**src/rtl/sdr_defs.vh**
```
`ifndef SDR_DEFS_VH
`define SDR_DEFS_VH
// register offsets (system I/O low nibble and local index share them)
`define SDR_OFS_ID0      4'h0
`define SDR_OFS_ID1      4'h1
`define SDR_OFS_ID2      4'h2
`define SDR_OFS_ID3      4'h3
`define SDR_OFS_CFG      4'h8
`define SDR_OFS_ICTL     4'h9
`define SDR_OFS_DBMASK   4'he
`define SDR_OFS_DBSTAT   4'hf
// reset values
`define SDR_RST_MASK     8'h00
`define SDR_RST_ICTL     1'b0
`define SDR_RST_CFGLO    4'h0
`define SDR_RST_ID0      8'h70
// field positions
`define SDR_ICTL_EN      0
`define SDR_ICTL_PEND    1
`define SDR_CFG_SYSEDGE  3
`define SDR_CFG_BRDPOL   2
`define SDR_CFG_PRE_HI   1
`define SDR_CFG_PRE_LO   0
// preempt release delays in bus clocks
`define SDR_PRE_CODE0    7'd3
`define SDR_PRE_CODE1    7'd32
`define SDR_PRE_CODE2    7'd64
`define SDR_PRE_CODE3    7'd0
`endif

```
**src/rtl/sdr_irq_out.v**
```verilog
`timescale 1ns/1ns
`include "sdr_defs.vh"
// system interrupt pin shaping: edge high or level low
module sdr_irq_out (
  input  wire i_clock,    // clock
  input  wire i_reset,    // sync reset
  input  wire i_request,  // internal request, active high
  input  wire i_edge_sel, // 1 edge active high, 0 level active low
  output reg  o_pin       // registered pin value
);
  // level mode drives inverted request; edge mode drives high request
  always @(posedge i_clock)
  begin
    if (i_reset)
      o_pin <= 1'b1;
    else if (i_edge_sel)
      o_pin <= i_request;
    else
      o_pin <= ~i_request;
  end
endmodule

```
**src/rtl/sdr_shared_regs.v**
```verilog
// Overview of operation
// - doorbell enable bits gate matching status bits
// - mask written by system, read locally, resets zero
// - control bit0 enables system interrupt output
// - control bit1 shows any enabled pending doorbell
// - control read-only locally, resets to zero
// - config bit3: edge high or level low
// - config bit2 sets board interrupt polarity
// - config bits1:0 pick preempt hold delay
// - config 7:4 fixed revision; reset low nibble
// - config written locally, read-only from system
// - local loads id bytes; system reads them
// - id byte0 resets to delay pattern 0111
// - external id scheme hides internal id from system reads
// - id byte fields: maker chars, product digits
// - id contents affect no internal behaviour
// - local write sets status, system write clears
`timescale 1ns/1ns
`include "sdr_defs.vh"
module sdr_shared_regs #(
  parameter [3:0] HW_REVISION = 4'h1 // arbitrary revision value
) (
  input  wire       i_clock,          // 25 MHz clock
  input  wire       i_reset,          // sync reset, active high
  input  wire       i_sys_wr,         // system bus write strobe
  input  wire       i_sys_rd,         // system bus read strobe
  input  wire [3:0] i_sys_addr,       // system I/O low address nibble
  input  wire [7:0] i_sys_wdata,      // system write data
  output reg  [7:0] o_sys_rdata,      // system read data
  output reg        o_sys_rd_valid,   // system read data valid
  input  wire       i_loc_wr,         // local write strobe
  input  wire       i_loc_rd,         // local read strobe
  input  wire [3:0] i_loc_index,      // local register index
  input  wire [7:0] i_loc_wdata,      // local write data
  output reg  [7:0] o_loc_rdata,      // local read data
  output reg        o_loc_rd_valid,   // local read data valid
  input  wire       i_ext_id_sel,     // pin: external id scheme chosen
  input  wire       i_board_irq_req,  // board interrupt request, high
  output wire       o_system_interrupt_out, // shaped system interrupt
  output reg        o_board_interrupt_out,  // polarity-set board irq
  output reg  [6:0] o_preempt_delay   // bus clocks to hold on preempt
);
  reg  [7:0] doorbell_mask;
  reg  [7:0] doorbell_status;
  reg        sys_irq_enable;
  reg  [3:0] config_low;
  reg  [7:0] board_id [0:3];
  wire       ext_id_sync;
  wire [7:0] enabled_pending;
  wire       any_pending;
  wire [7:0] ictl_value;
  wire [7:0] config_value;
  wire       sys_id_hit;
  wire       sys_wr_mask;
  wire       sys_wr_ictl;
  wire       sys_wr_status;
  wire       loc_wr_cfg;
  wire       loc_wr_status;
  reg  [7:0] next_sys_rdata;
  reg  [7:0] next_loc_rdata;
  reg  [6:0] next_preempt;
  reg        board_req_q;
  reg        next_board_irq;
  wire       loc_wr_id;
  wire [7:0] next_doorbell_status;
  reg  [7:0] sys_id_byte;
  // id field view of the four id bytes
  wire [4:0] maker_char_one;
  wire [4:0] maker_char_two;
  wire [4:0] maker_char_three;
  wire [3:0] product_digit_one;
  wire [3:0] product_digit_two;
  wire [3:0] product_digit_three;
  wire [3:0] product_revision_digit;
  wire [7:0] id_image0;
  wire [7:0] id_image1;
  wire [7:0] id_image2;
  wire [7:0] id_image3;

  // strap pin crosses into the clock domain first
  sdr_sync #(
    .WIDTH (1)
  ) u_ext_sync (
    .i_clock (i_clock),
    .i_reset (i_reset),
    .i_async (i_ext_id_sel),
    .o_sync  (ext_id_sync)
  );

  // any enabled pending doorbell
  assign any_pending     = |enabled_pending;
  // control register image with reserved bits zero
  assign ictl_value = {6'b00_0000, any_pending, sys_irq_enable};
  assign config_value = {HW_REVISION, config_low};

  // system side write decodes
  assign sys_wr_mask   = i_sys_wr && (i_sys_addr == `SDR_OFS_DBMASK);
  assign sys_wr_ictl   = i_sys_wr && (i_sys_addr == `SDR_OFS_ICTL);
  assign sys_wr_status = i_sys_wr && (i_sys_addr == `SDR_OFS_DBSTAT);
  // system id reads vanish while the external id scheme is strapped
  assign sys_id_hit    = (i_sys_addr[3:2] == 2'b00) && !ext_id_sync;

  // local side write decodes
  assign loc_wr_cfg    = i_loc_wr && (i_loc_index == `SDR_OFS_CFG);
  assign loc_wr_status = i_loc_wr && (i_loc_index == `SDR_OFS_DBSTAT);
  assign loc_wr_id     = i_loc_wr && (i_loc_index[3:2] == 2'b00);

  // doorbell enable mask: system writes only
  always @(posedge i_clock)
  begin
    if (i_reset)
      doorbell_mask <= `SDR_RST_MASK;
    else if (sys_wr_mask)
      doorbell_mask <= i_sys_wdata;
  end

  // doorbell bits: gate by mask; local set, system clear, set wins
  genvar b;
  generate
    for (b = 0; b < 8; b = b + 1)
    begin : g_bell
      // mask bit b gates status bit b
      assign enabled_pending[b] = doorbell_status[b] & doorbell_mask[b];
      assign next_doorbell_status[b] =
        (loc_wr_status && i_loc_wdata[b]) ? 1'b1 :
        (sys_wr_status && i_sys_wdata[b]) ? 1'b0 :
        doorbell_status[b];
    end
  endgenerate

  // doorbell status register, clear on reset
  always @(posedge i_clock)
  begin
    if (i_reset)
      doorbell_status <= 8'h00;
    else
      doorbell_status <= next_doorbell_status;
  end

  // interrupt control enable bit: system writes only
  always @(posedge i_clock)
  begin
    if (i_reset)
      sys_irq_enable <= `SDR_RST_ICTL;
    else if (sys_wr_ictl)
      sys_irq_enable <= i_sys_wdata[`SDR_ICTL_EN];
  end

  // configuration low nibble: local writes only
  always @(posedge i_clock)
  begin
    if (i_reset)
      config_low <= `SDR_RST_CFGLO;
    else if (loc_wr_cfg)
      config_low <= i_loc_wdata[3:0];
  end

  // id bytes: local loads, byte0 reset to delay pattern
  genvar g;
  generate
    for (g = 0; g < 4; g = g + 1)
    begin : g_id
      always @(posedge i_clock)
      begin
        if (i_reset && (g == 0))
          board_id[g] <= `SDR_RST_ID0;
        else if (loc_wr_id && (i_loc_index[1:0] == g))
          board_id[g] <= i_loc_wdata;
      end
    end
  endgenerate

  // id bytes split into maker characters and product digits
  assign maker_char_one         = board_id[0][6:2];
  assign maker_char_two         = {board_id[0][1:0], board_id[1][7:5]};
  assign maker_char_three       = board_id[1][4:0];
  assign product_digit_one      = board_id[2][7:4];
  assign product_digit_two      = board_id[2][3:0];
  assign product_digit_three    = board_id[3][7:4];
  assign product_revision_digit = board_id[3][3:0];

  // system image of the id bytes, reserved bit 7 kept as loaded
  assign id_image0 = {board_id[0][7], maker_char_one, maker_char_two[4:3]};
  assign id_image1 = {maker_char_two[2:0], maker_char_three};
  assign id_image2 = {product_digit_one, product_digit_two};
  assign id_image3 = {product_digit_three, product_revision_digit};

  // id byte picked by the low address bits; fields steer nothing else
  always @*
  begin
    sys_id_byte = 8'h00;
    case (i_sys_addr[1:0])
      2'b00:   sys_id_byte = id_image0;
      2'b01:   sys_id_byte = id_image1;
      2'b10:   sys_id_byte = id_image2;
      default: sys_id_byte = id_image3;
    endcase
  end

  // system read mux
  always @*
  begin
    next_sys_rdata = 8'h00;
    case (i_sys_addr)
      `SDR_OFS_ID0, `SDR_OFS_ID1, `SDR_OFS_ID2, `SDR_OFS_ID3:
        next_sys_rdata = sys_id_hit ? sys_id_byte : 8'h00;
      `SDR_OFS_CFG:    next_sys_rdata = config_value;
      `SDR_OFS_ICTL:   next_sys_rdata = ictl_value;
      `SDR_OFS_DBMASK: next_sys_rdata = doorbell_mask;
      `SDR_OFS_DBSTAT: next_sys_rdata = doorbell_status;
      default:         next_sys_rdata = 8'h00;
    endcase
  end

  // local read mux
  always @*
  begin
    next_loc_rdata = 8'h00;
    case (i_loc_index)
      `SDR_OFS_ID0, `SDR_OFS_ID1, `SDR_OFS_ID2, `SDR_OFS_ID3:
        next_loc_rdata = board_id[i_loc_index[1:0]];
      `SDR_OFS_CFG:    next_loc_rdata = config_value;
      `SDR_OFS_ICTL:   next_loc_rdata = ictl_value;
      `SDR_OFS_DBMASK: next_loc_rdata = doorbell_mask;
      `SDR_OFS_DBSTAT: next_loc_rdata = doorbell_status;
      default:         next_loc_rdata = 8'h00;
    endcase
  end

  // preempt hold delay decode; reserved code gives zero
  always @*
  begin
    case (config_low[`SDR_CFG_PRE_HI:`SDR_CFG_PRE_LO])
      2'b00:   next_preempt = `SDR_PRE_CODE0;
      2'b01:   next_preempt = `SDR_PRE_CODE1;
      2'b10:   next_preempt = `SDR_PRE_CODE2;
      default: next_preempt = `SDR_PRE_CODE3;
    endcase
  end

  // board interrupt level: active high when bit2 set, else active low
  always @*
  begin
    if (config_low[`SDR_CFG_BRDPOL])
      next_board_irq = board_req_q;
    else
      next_board_irq = ~board_req_q;
  end

  // system read answer: data held until the next read
  always @(posedge i_clock)
  begin
    if (i_reset)
    begin
      o_sys_rdata    <= 8'h00;
      o_sys_rd_valid <= 1'b0;
    end
    else
    begin
      o_sys_rd_valid <= i_sys_rd;
      if (i_sys_rd)
        o_sys_rdata <= next_sys_rdata;
    end
  end

  // local read answer: data held until the next read
  always @(posedge i_clock)
  begin
    if (i_reset)
    begin
      o_loc_rdata    <= 8'h00;
      o_loc_rd_valid <= 1'b0;
    end
    else
    begin
      o_loc_rd_valid <= i_loc_rd;
      if (i_loc_rd)
        o_loc_rdata <= next_loc_rdata;
    end
  end

  // preempt delay and board interrupt registered to the pins
  always @(posedge i_clock)
  begin
    if (i_reset)
    begin
      o_preempt_delay       <= `SDR_PRE_CODE0;
      board_req_q           <= 1'b0;
      o_board_interrupt_out <= 1'b1;
    end
    else
    begin
      o_preempt_delay       <= next_preempt;
      board_req_q           <= i_board_irq_req;
      o_board_interrupt_out <= next_board_irq;
    end
  end

  // system interrupt: enable and pending, shaped by config bit3
  sdr_irq_out u_irq_out (
    .i_clock    (i_clock),
    .i_reset    (i_reset),
    .i_request  (sys_irq_enable & any_pending),
    .i_edge_sel (config_low[`SDR_CFG_SYSEDGE]),
    .o_pin      (o_system_interrupt_out)
  );
  // id contents feed only the read paths above
endmodule

```
**src/rtl/sdr_sync.v**
```verilog
`timescale 1ns/1ns
// two-flop synchroniser for external levels
module sdr_sync #(
  parameter WIDTH = 1
) (
  input  wire             i_clock, // clock
  input  wire             i_reset, // sync reset
  input  wire [WIDTH-1:0] i_async, // async level
  output reg  [WIDTH-1:0] o_sync   // synchronised level
);
  reg [WIDTH-1:0] stage1;

  // first stage feeds only the second
  always @(posedge i_clock)
  begin
    if (i_reset)
    begin
      stage1 <= {WIDTH{1'b0}};
      o_sync <= {WIDTH{1'b0}};
    end
    else
    begin
      stage1 <= i_async;
      o_sync <= stage1;
    end
  end
endmodule

```
**config.mk**
```make
export PLATFORM = sky130hd
export DESIGN_NAME = sdr_shared_regs
export DESIGN_NICKNAME = d
export VERILOG_FILES = /design/src/rtl/sdr_irq_out.v /design/src/rtl/sdr_shared_regs.v /design/src/rtl/sdr_sync.v
export VERILOG_INCLUDE_DIRS = /design/src /design/src/rtl
export SDC_FILE = /design/constraint.sdc
export NUM_CORES = 1
export LEC_CHECK = 0
export ABC_AREA = 0
export BUFFER_PORTS_ARGS = -buffer_cell sky130_fd_sc_hd__buf_2
export CAP_MARGIN = 20
export CORE_UTILIZATION = 51
export CTS_BUF_LIST = sky130_fd_sc_hd__clkbuf_16
export CTS_CLUSTER_SIZE = 10
export DETAILED_ROUTE_END_ITERATION = 8
export GPL_ROUTABILITY_DRIVEN = 0
export MAX_ROUTING_LAYER = met4
export PLACE_DENSITY_LB_ADDON = 0.1
export SYNTH_ARGS = -nofsm -noshare
export SYNTH_HDL_FRONTEND = slang
export SYNTH_SLANG_ARGS = --single-unit
```
**constraint.sdc**
```tcl
create_clock -name i_clock -period 1.5 [get_ports i_clock]
set_input_delay 0.075 -clock i_clock [delete_from_list [all_inputs] [get_ports i_clock]]
set_output_delay 0.075 -clock i_clock [all_outputs]
set_load 0.05 [all_outputs]
```
==> metrics.yaml, run 1 <==
die_w_um: 87.2
fin_nets: 440
slew-limit-headroom_pct: 58.2
drtIter0Drc: 423
final_common_cell: "buf_2"
clk_pin_slew_ns: 0.06
required_ns: 1.72
drtPass1Iterations: 5
syn_area_um2: 3700
placementRows: 30
finClkSkew_ns: 0.00810
dieHeight_um: 87.2
drv_cap: 0
worst-r2r-setup-slack_ns: 0.06
synth_ff_type: "dfxtp_1"
power.density_nw_per_um2: 1090
cts_buffers: 9
diodes: 0
peakVddDrop_mv: 0.754
vias_per_cell: 6.10
fillerInstances: 573
die_area_um2: 7600
met1Wirelength_um: 4220
end_kind: "flip-flop"
ys_warn_count: 0
yosysSeqAreaShare_pct: 51.4
clock_sinks: 79
synth_edf_count: 32
drtAntennaViolNets: 0
hpwl_um: 7530
route.met3.wl_um: 1110
ioPinCount: 59
timing.hold.ws_ns: -0.00132
drv_slew: 0
vias: 3105
synth_seq_cells: 79
setup_violations: 0
syn_to_final_growth_pct: 24.1
core-area_um2: 6910
cts_root_buffer: "clkbuf_16"
antenna_found_initial: 0
totalWireLength_um: 10300
crit_fanout: 2
wire_per_inst_um: 20.2
grt_pass1_vias: 2859
drc: 0
tritoncts: "yes"
fin_crit_ns: 1.44
start_util_pct: 53.6
track_usage_pct: 29.8
p_leak_nw: 1.80
fin_area_um2: 4590
clock.fmax_mhz: 694
grt_max_degree: 29
final_cell_mix: "buf_2, dfxtp_1, nor2_1"
worstSkewPairLatency_ns: 0.33
violations: "hold timing"
htree_num_levels: 3
rsz0062_at_grt: "false"
avgSynthCellArea_um2: 11.4
port_buffers: 55
layout-drive-gt1-share_pct: 31.0
hold_path_class: "in -> reg"
synthCells: 324
status: "complete, but fails checks"
fin_crit_sh_pct: 96.1
final_hold_viol_count: 1
placed_area_um2: 4200
worstMarginPinSlew_ns: 0.625
cts_resized: 0
grt_pass1_wl_um: 15900
async_reset_ff_share_pct: 0
met2WireLength_um: 4520
fin_tns_setup_ns: 0
worstPathArrival_ns: 1.66
gr-total-overflow: 0
cts_buffer_depth: 2
critPathLaunchType: "flip-flop"
ys_types: 48
critPathKind: "reg -> reg"
highest_layer: "met4"
[cell families after synthesis]
kind of cell / synth area share (%)
multiplexers: 15.3
flip-flops: 51.4
AO/OA/AOI/OAI: 12.0
XOR/XNOR: 0.473
AND/OR/NAND/NOR: 15.8
other: 0.101
buffers and inverters: 4.90
[critical path, stage by stage, from the launching register on]
cell and delay (ns):
edfxtp_1 0.43, mux4_2 0.47, nand2_1 0.09, o211ai_1 0.09
a32o_1 0.26
[final timing paths]
check                 startpoint                to  depth (start not counted)
hold / removal    i_sys_wdata[1]  doorbell_mask[1]                          3
setup reg to reg  board_id[0][2]    o_sys_rdata[2]                          4
hold reg to reg   o_sys_rdata[6]    o_sys_rdata[6]                          2
setup / recovery  board_id[0][2]    o_sys_rdata[2]                          4
[layout make-up]
class                      count  area, um^2  share of cell area (%)
sequential                    79        1900                    41.4
multi-input combinational    217        1630                    35.5
timing repair buffer          99         641                    13.9
clock buffer                   9         225                    4.90
tap                           96         120                    2.62
clock inverter                 7        67.6                    1.47
inverter                       2        7.51                   0.163
[cell usage after synthesis, drive strengths merged (2+ instances only)]
| library cell | count | area share, % |
|---|---|---|
| dfxtp | 47 | 25 |
| a21oi | 7 | 0.95 |
| a22o | 2 | 0.47 |
| o21a | 2 | 0.41 |
| mux2i | 16 | 4.3 |
| a311oi | 5 | 1.2 |
| nand2b | 2 | 0.34 |
| o211ai | 2 | 0.41 |
| o21bai | 3 | 0.61 |
| nor3b | 2 | 0.41 |
| and2 | 9 | 1.5 |
| a22oi | 17 | 3.4 |
| nor2 | 39 | 4.0 |
| a32oi | 3 | 0.71 |
| a31oi | 3 | 0.51 |
| nand4b | 2 | 0.47 |
| buf | 21 | 4.0 |
| nand4 | 3 | 0.51 |
| or3b | 3 | 0.71 |
| or3 | 3 | 0.51 |
| mux2 | 4 | 1.2 |
| nor2b | 6 | 1.0 |
| inv | 2 | 0.20 |
| and4 | 3 | 0.71 |
| nand2 | 16 | 1.6 |
| edfxtp | 32 | 26 |
| a32o | 2 | 0.54 |
| mux4 | 16 | 9.7 |
| nor3 | 2 | 0.41 |
| xor2 | 2 | 0.47 |
| nand3 | 16 | 2.2 |
| clkbuf | 7 | 0.71 |
| a221o | 2 | 0.54 |
| a211oi | 3 | 0.61 |
| and3 | 6 | 1.0 |
| o21ai | 9 | 1.2 |
[repair_timing]
item,in CTS,in global routing
endpoints found under the setup margin,0,1
endpoints found under the hold margin,10,1
setup buffers,0,1
hold buffers,8,1
[power by group]
part | leakage [nW] | internal, mW | switching [mW]
combinational | 0.976 | 0.210 | 0.343
sequential | 0.677 | 2.29 | 0.0363
clock | 0.148 | 1.28 | 0.843
total | 1.80 | 3.78 | 1.22
[metrics by stage]
stage                     hold WS [ns]  setup slack [ns]  std cells  power (mW)  util, %
after floorplan                  0.174             0.134        326        2.72        -
after global placement           0.289            0.0523        483        2.89     60.9
after detailed placement         0.298            0.0517        483        2.90     60.9
after CTS                      0.00137            0.0491        507        5.02     66.3
after global routing            0.0126           0.00782        509        5.17     66.5
final                         -0.00132            0.0585        509        5.00     66.5
[state kept, by name, summed over array words and instances (netlist names), 3 cells and up]
signal and cells:
doorbell_status 8, o_preempt_delay 3, board_id 32, doorbell_mask 8
o_loc_rdata 8, config_low 4, o_sys_rdata 8
[metal layers]
metal  track usage, %  up-vias
li1                 -     1382
met1             40.5     1440
met2             43.5      234
met3             5.12       49
met4             14.5        0
met5                -        -
Power figures use the tool's default switching activity.
==> run 2, diff against run 1 <==
--- a/config.mk
+++ b/config.mk
@@ -6,7 +6,7 @@
 export SDC_FILE = /design/constraint.sdc
 export NUM_CORES = 1
 export LEC_CHECK = 0
-export ABC_AREA = 0
+export ABC_AREA = 1
 export BUFFER_PORTS_ARGS = -buffer_cell sky130_fd_sc_hd__buf_2
 export CAP_MARGIN = 20
 export CORE_UTILIZATION = 51
==> run 2 against run 1 <==
Against the previous run:
- the run still ends with hold timing left
- synthesized cell count grew 44%
- worst setup slack better by 0.25 ns
- critical path depth grew 2
==> metrics.yaml, run 2 <==
antenna_found_initial: 0
final_cell_mix: "nand2_1, buf_2, inv_1"
cts_buffers: 9
vias_per_cell: 5.54
drv_cap: 0
die_w_um: 86.9
die_area_um2: 7560
drc: 0
yosysTopAreaCell: "edfxtp_1"
port_buffers: 55
clock.fmax_mhz: 842
worstSkewPairLatency_ns: 0.34
largest_reg_flops: 32
hold_end: "board_id[3][4]"
tritoncts: "yes"
ys_top_cells_by_area: "edfxtp_1, dfxtp_1, nand2_1"
total_power_mw: 5.19
diodes: 0
hold_path_class: "in -> reg"
grt_pass1_wl_um: 16200
gr-total-overflow: 0
track_usage_pct: 30.1
rr_endpoint: "o_sys_rdata[3]"
worstHoldStart: "i_loc_wdata[4]"
clk_pin_slew_ns: 0.06
syn_to_final_growth_pct: 20.2
end_kind: "flip-flop"
worst-r2r-setup-slack_ns: 0.31
r2r_start: "board_id[1][3]"
cts_root_buffer: "clkbuf_16"
rsz0062_at_grt: "false"
yosysTopAreaCellShare_pct: 26.1
drtAntennaViolNets: 0
setup_violations: 0
p_leak_nw: 1.88
async_reset_ff_share_pct: 0
critPathLaunchType: "flip-flop"
ioPinCount: 59
required_ns: 1.71
pre_cts_ws_ns: 0.148
startpoint: "board_id[1][3]"
fin_tns_setup_ns: 0
grt_max_degree: 28
synth_ff_type: "dfxtp_1"
hpwl_um: 7530
synth_edf_count: 32
synth_common_cells: "nand2_1, inv_1, o21ai_0"
synthCells: 467
placementRows: 30
fillerInstances: 625
ys_types: 29
fin_ws_ns: 0.312
grt_pass1_vias: 3137
ys_warn_count: 0
dieHeight_um: 86.9
post-place-cells: 616
totalWireLength_um: 10500
finClkSkew_ns: 0.00559
worstHoldPathCells: 1
largest-register: "board_id"
fin_nets: 566
power.density_nw_per_um2: 1170
core-area_um2: 6870
status: "complete, but fails checks"
final_common_cell: "nand2_1"
wire_per_inst_um: 16.5
htree_num_levels: 3
peakVddDrop_mv: 0.638
layout-drive-gt1-share_pct: 18.0
clock_sinks: 79
drtIter0Drc: 300
finalNonFillerCells: 635
fin_crit_sh_pct: 79.2
drtPass1Iterations: 6
timing.hold.ws_ns: -0.000373
vias: 3519
cts_buffer_depth: 2
cts_resized: 0
syn_area_um2: 3680
critPathKind: "reg -> reg"
avgSynthCellArea_um2: 7.88
fin_crit_ns: 1.19
synth_most_common_cell: "nand2_1"
drv_slew: 0
worstPathArrival_ns: 1.40
cts_setup_buffers: 0
violations: "hold timing"
synth_seq_cells: 79
crit_fanout: 2
yosysSeqAreaShare_pct: 51.7
start_util_pct: 53.6
reg2reg_depth: 6
final_hold_viol_count: 1
[run 2: area by class of cell]
| type | instances | area, um^2 | share of cell area (%) |
|---|---|---|---|
| Timing Repair Buffer | 72 | 410 | 9.28 |
| Clock buffer | 9 | 225 | 5.09 |
| Clock inverter | 7 | 86.3 | 1.95 |
| Sequential cell | 79 | 1900 | 43.0 |
| Tap cell | 96 | 120 | 2.72 |
| Inverter | 51 | 191 | 4.33 |
| Multi-Input combinational cell | 321 | 1490 | 33.6 |
[run 2: critical path, stage by stage (launching register included)]
cell and delay [ns]:
edfxtp_1 0.43, o21ai_0 0.23, o211ai_1 0.12, nand2_1 0.11, nand2_1 0.06, nand2_1 0.05
a21oi_1 0.06
[run 2: stage by stage]
step / cell area (um^2) / utilization (%)
after floorplan: 3690 / -
after global placement: 4080 / 59.4
after detailed placement: 4080 / 59.4
after CTS: 4420 / 64.4
after global routing: 4420 / 64.4
final: 4420 / 64.4
[run 2: kinds of logic after synthesis]
kind of cell	synth area share (%)
compound gates	16.0
other cells	0.102
flops	51.7
simple gates	24.1
buf+inv	8.09
[run 2: power by group]
part,internal (mW),switching (mW),total [mW]
logic,0.149,0.383,0.532
clock network,1.45,0.871,2.32
registers,2.30,0.0375,2.34
total,3.89,1.29,5.19
[run 2: repair_timing]
action,4_1_cts,5_1_grt
setup endpoints to repair,0,0
hold endpoints to repair,5,0
hold buffers,3,0
[run 2: routing by layer]
layer / vias up / track usage [%] / wire, um
met1: 1668 / 39.7 / 4640
met5: - / - / 0
li1: 1670 / - / -
met4: 0 / 13.0 / 297
met3: 23 / 4.55 / 782
met2: 158 / 46.3 / 4750
[run 2: worst max path at each step]
stage	endpoint	slack (ns)
3_5_place_dp	o_sys_rdata[0]	0.15
3_3_place_gp	o_sys_rdata[0]	0.19
6_report	o_sys_rdata[3]	0.31
2_1_floorplan	board_id[0][0]	0.14
4_1_cts	o_sys_rdata[3]	0.31
5_1_grt	o_sys_rdata[4]	0.15
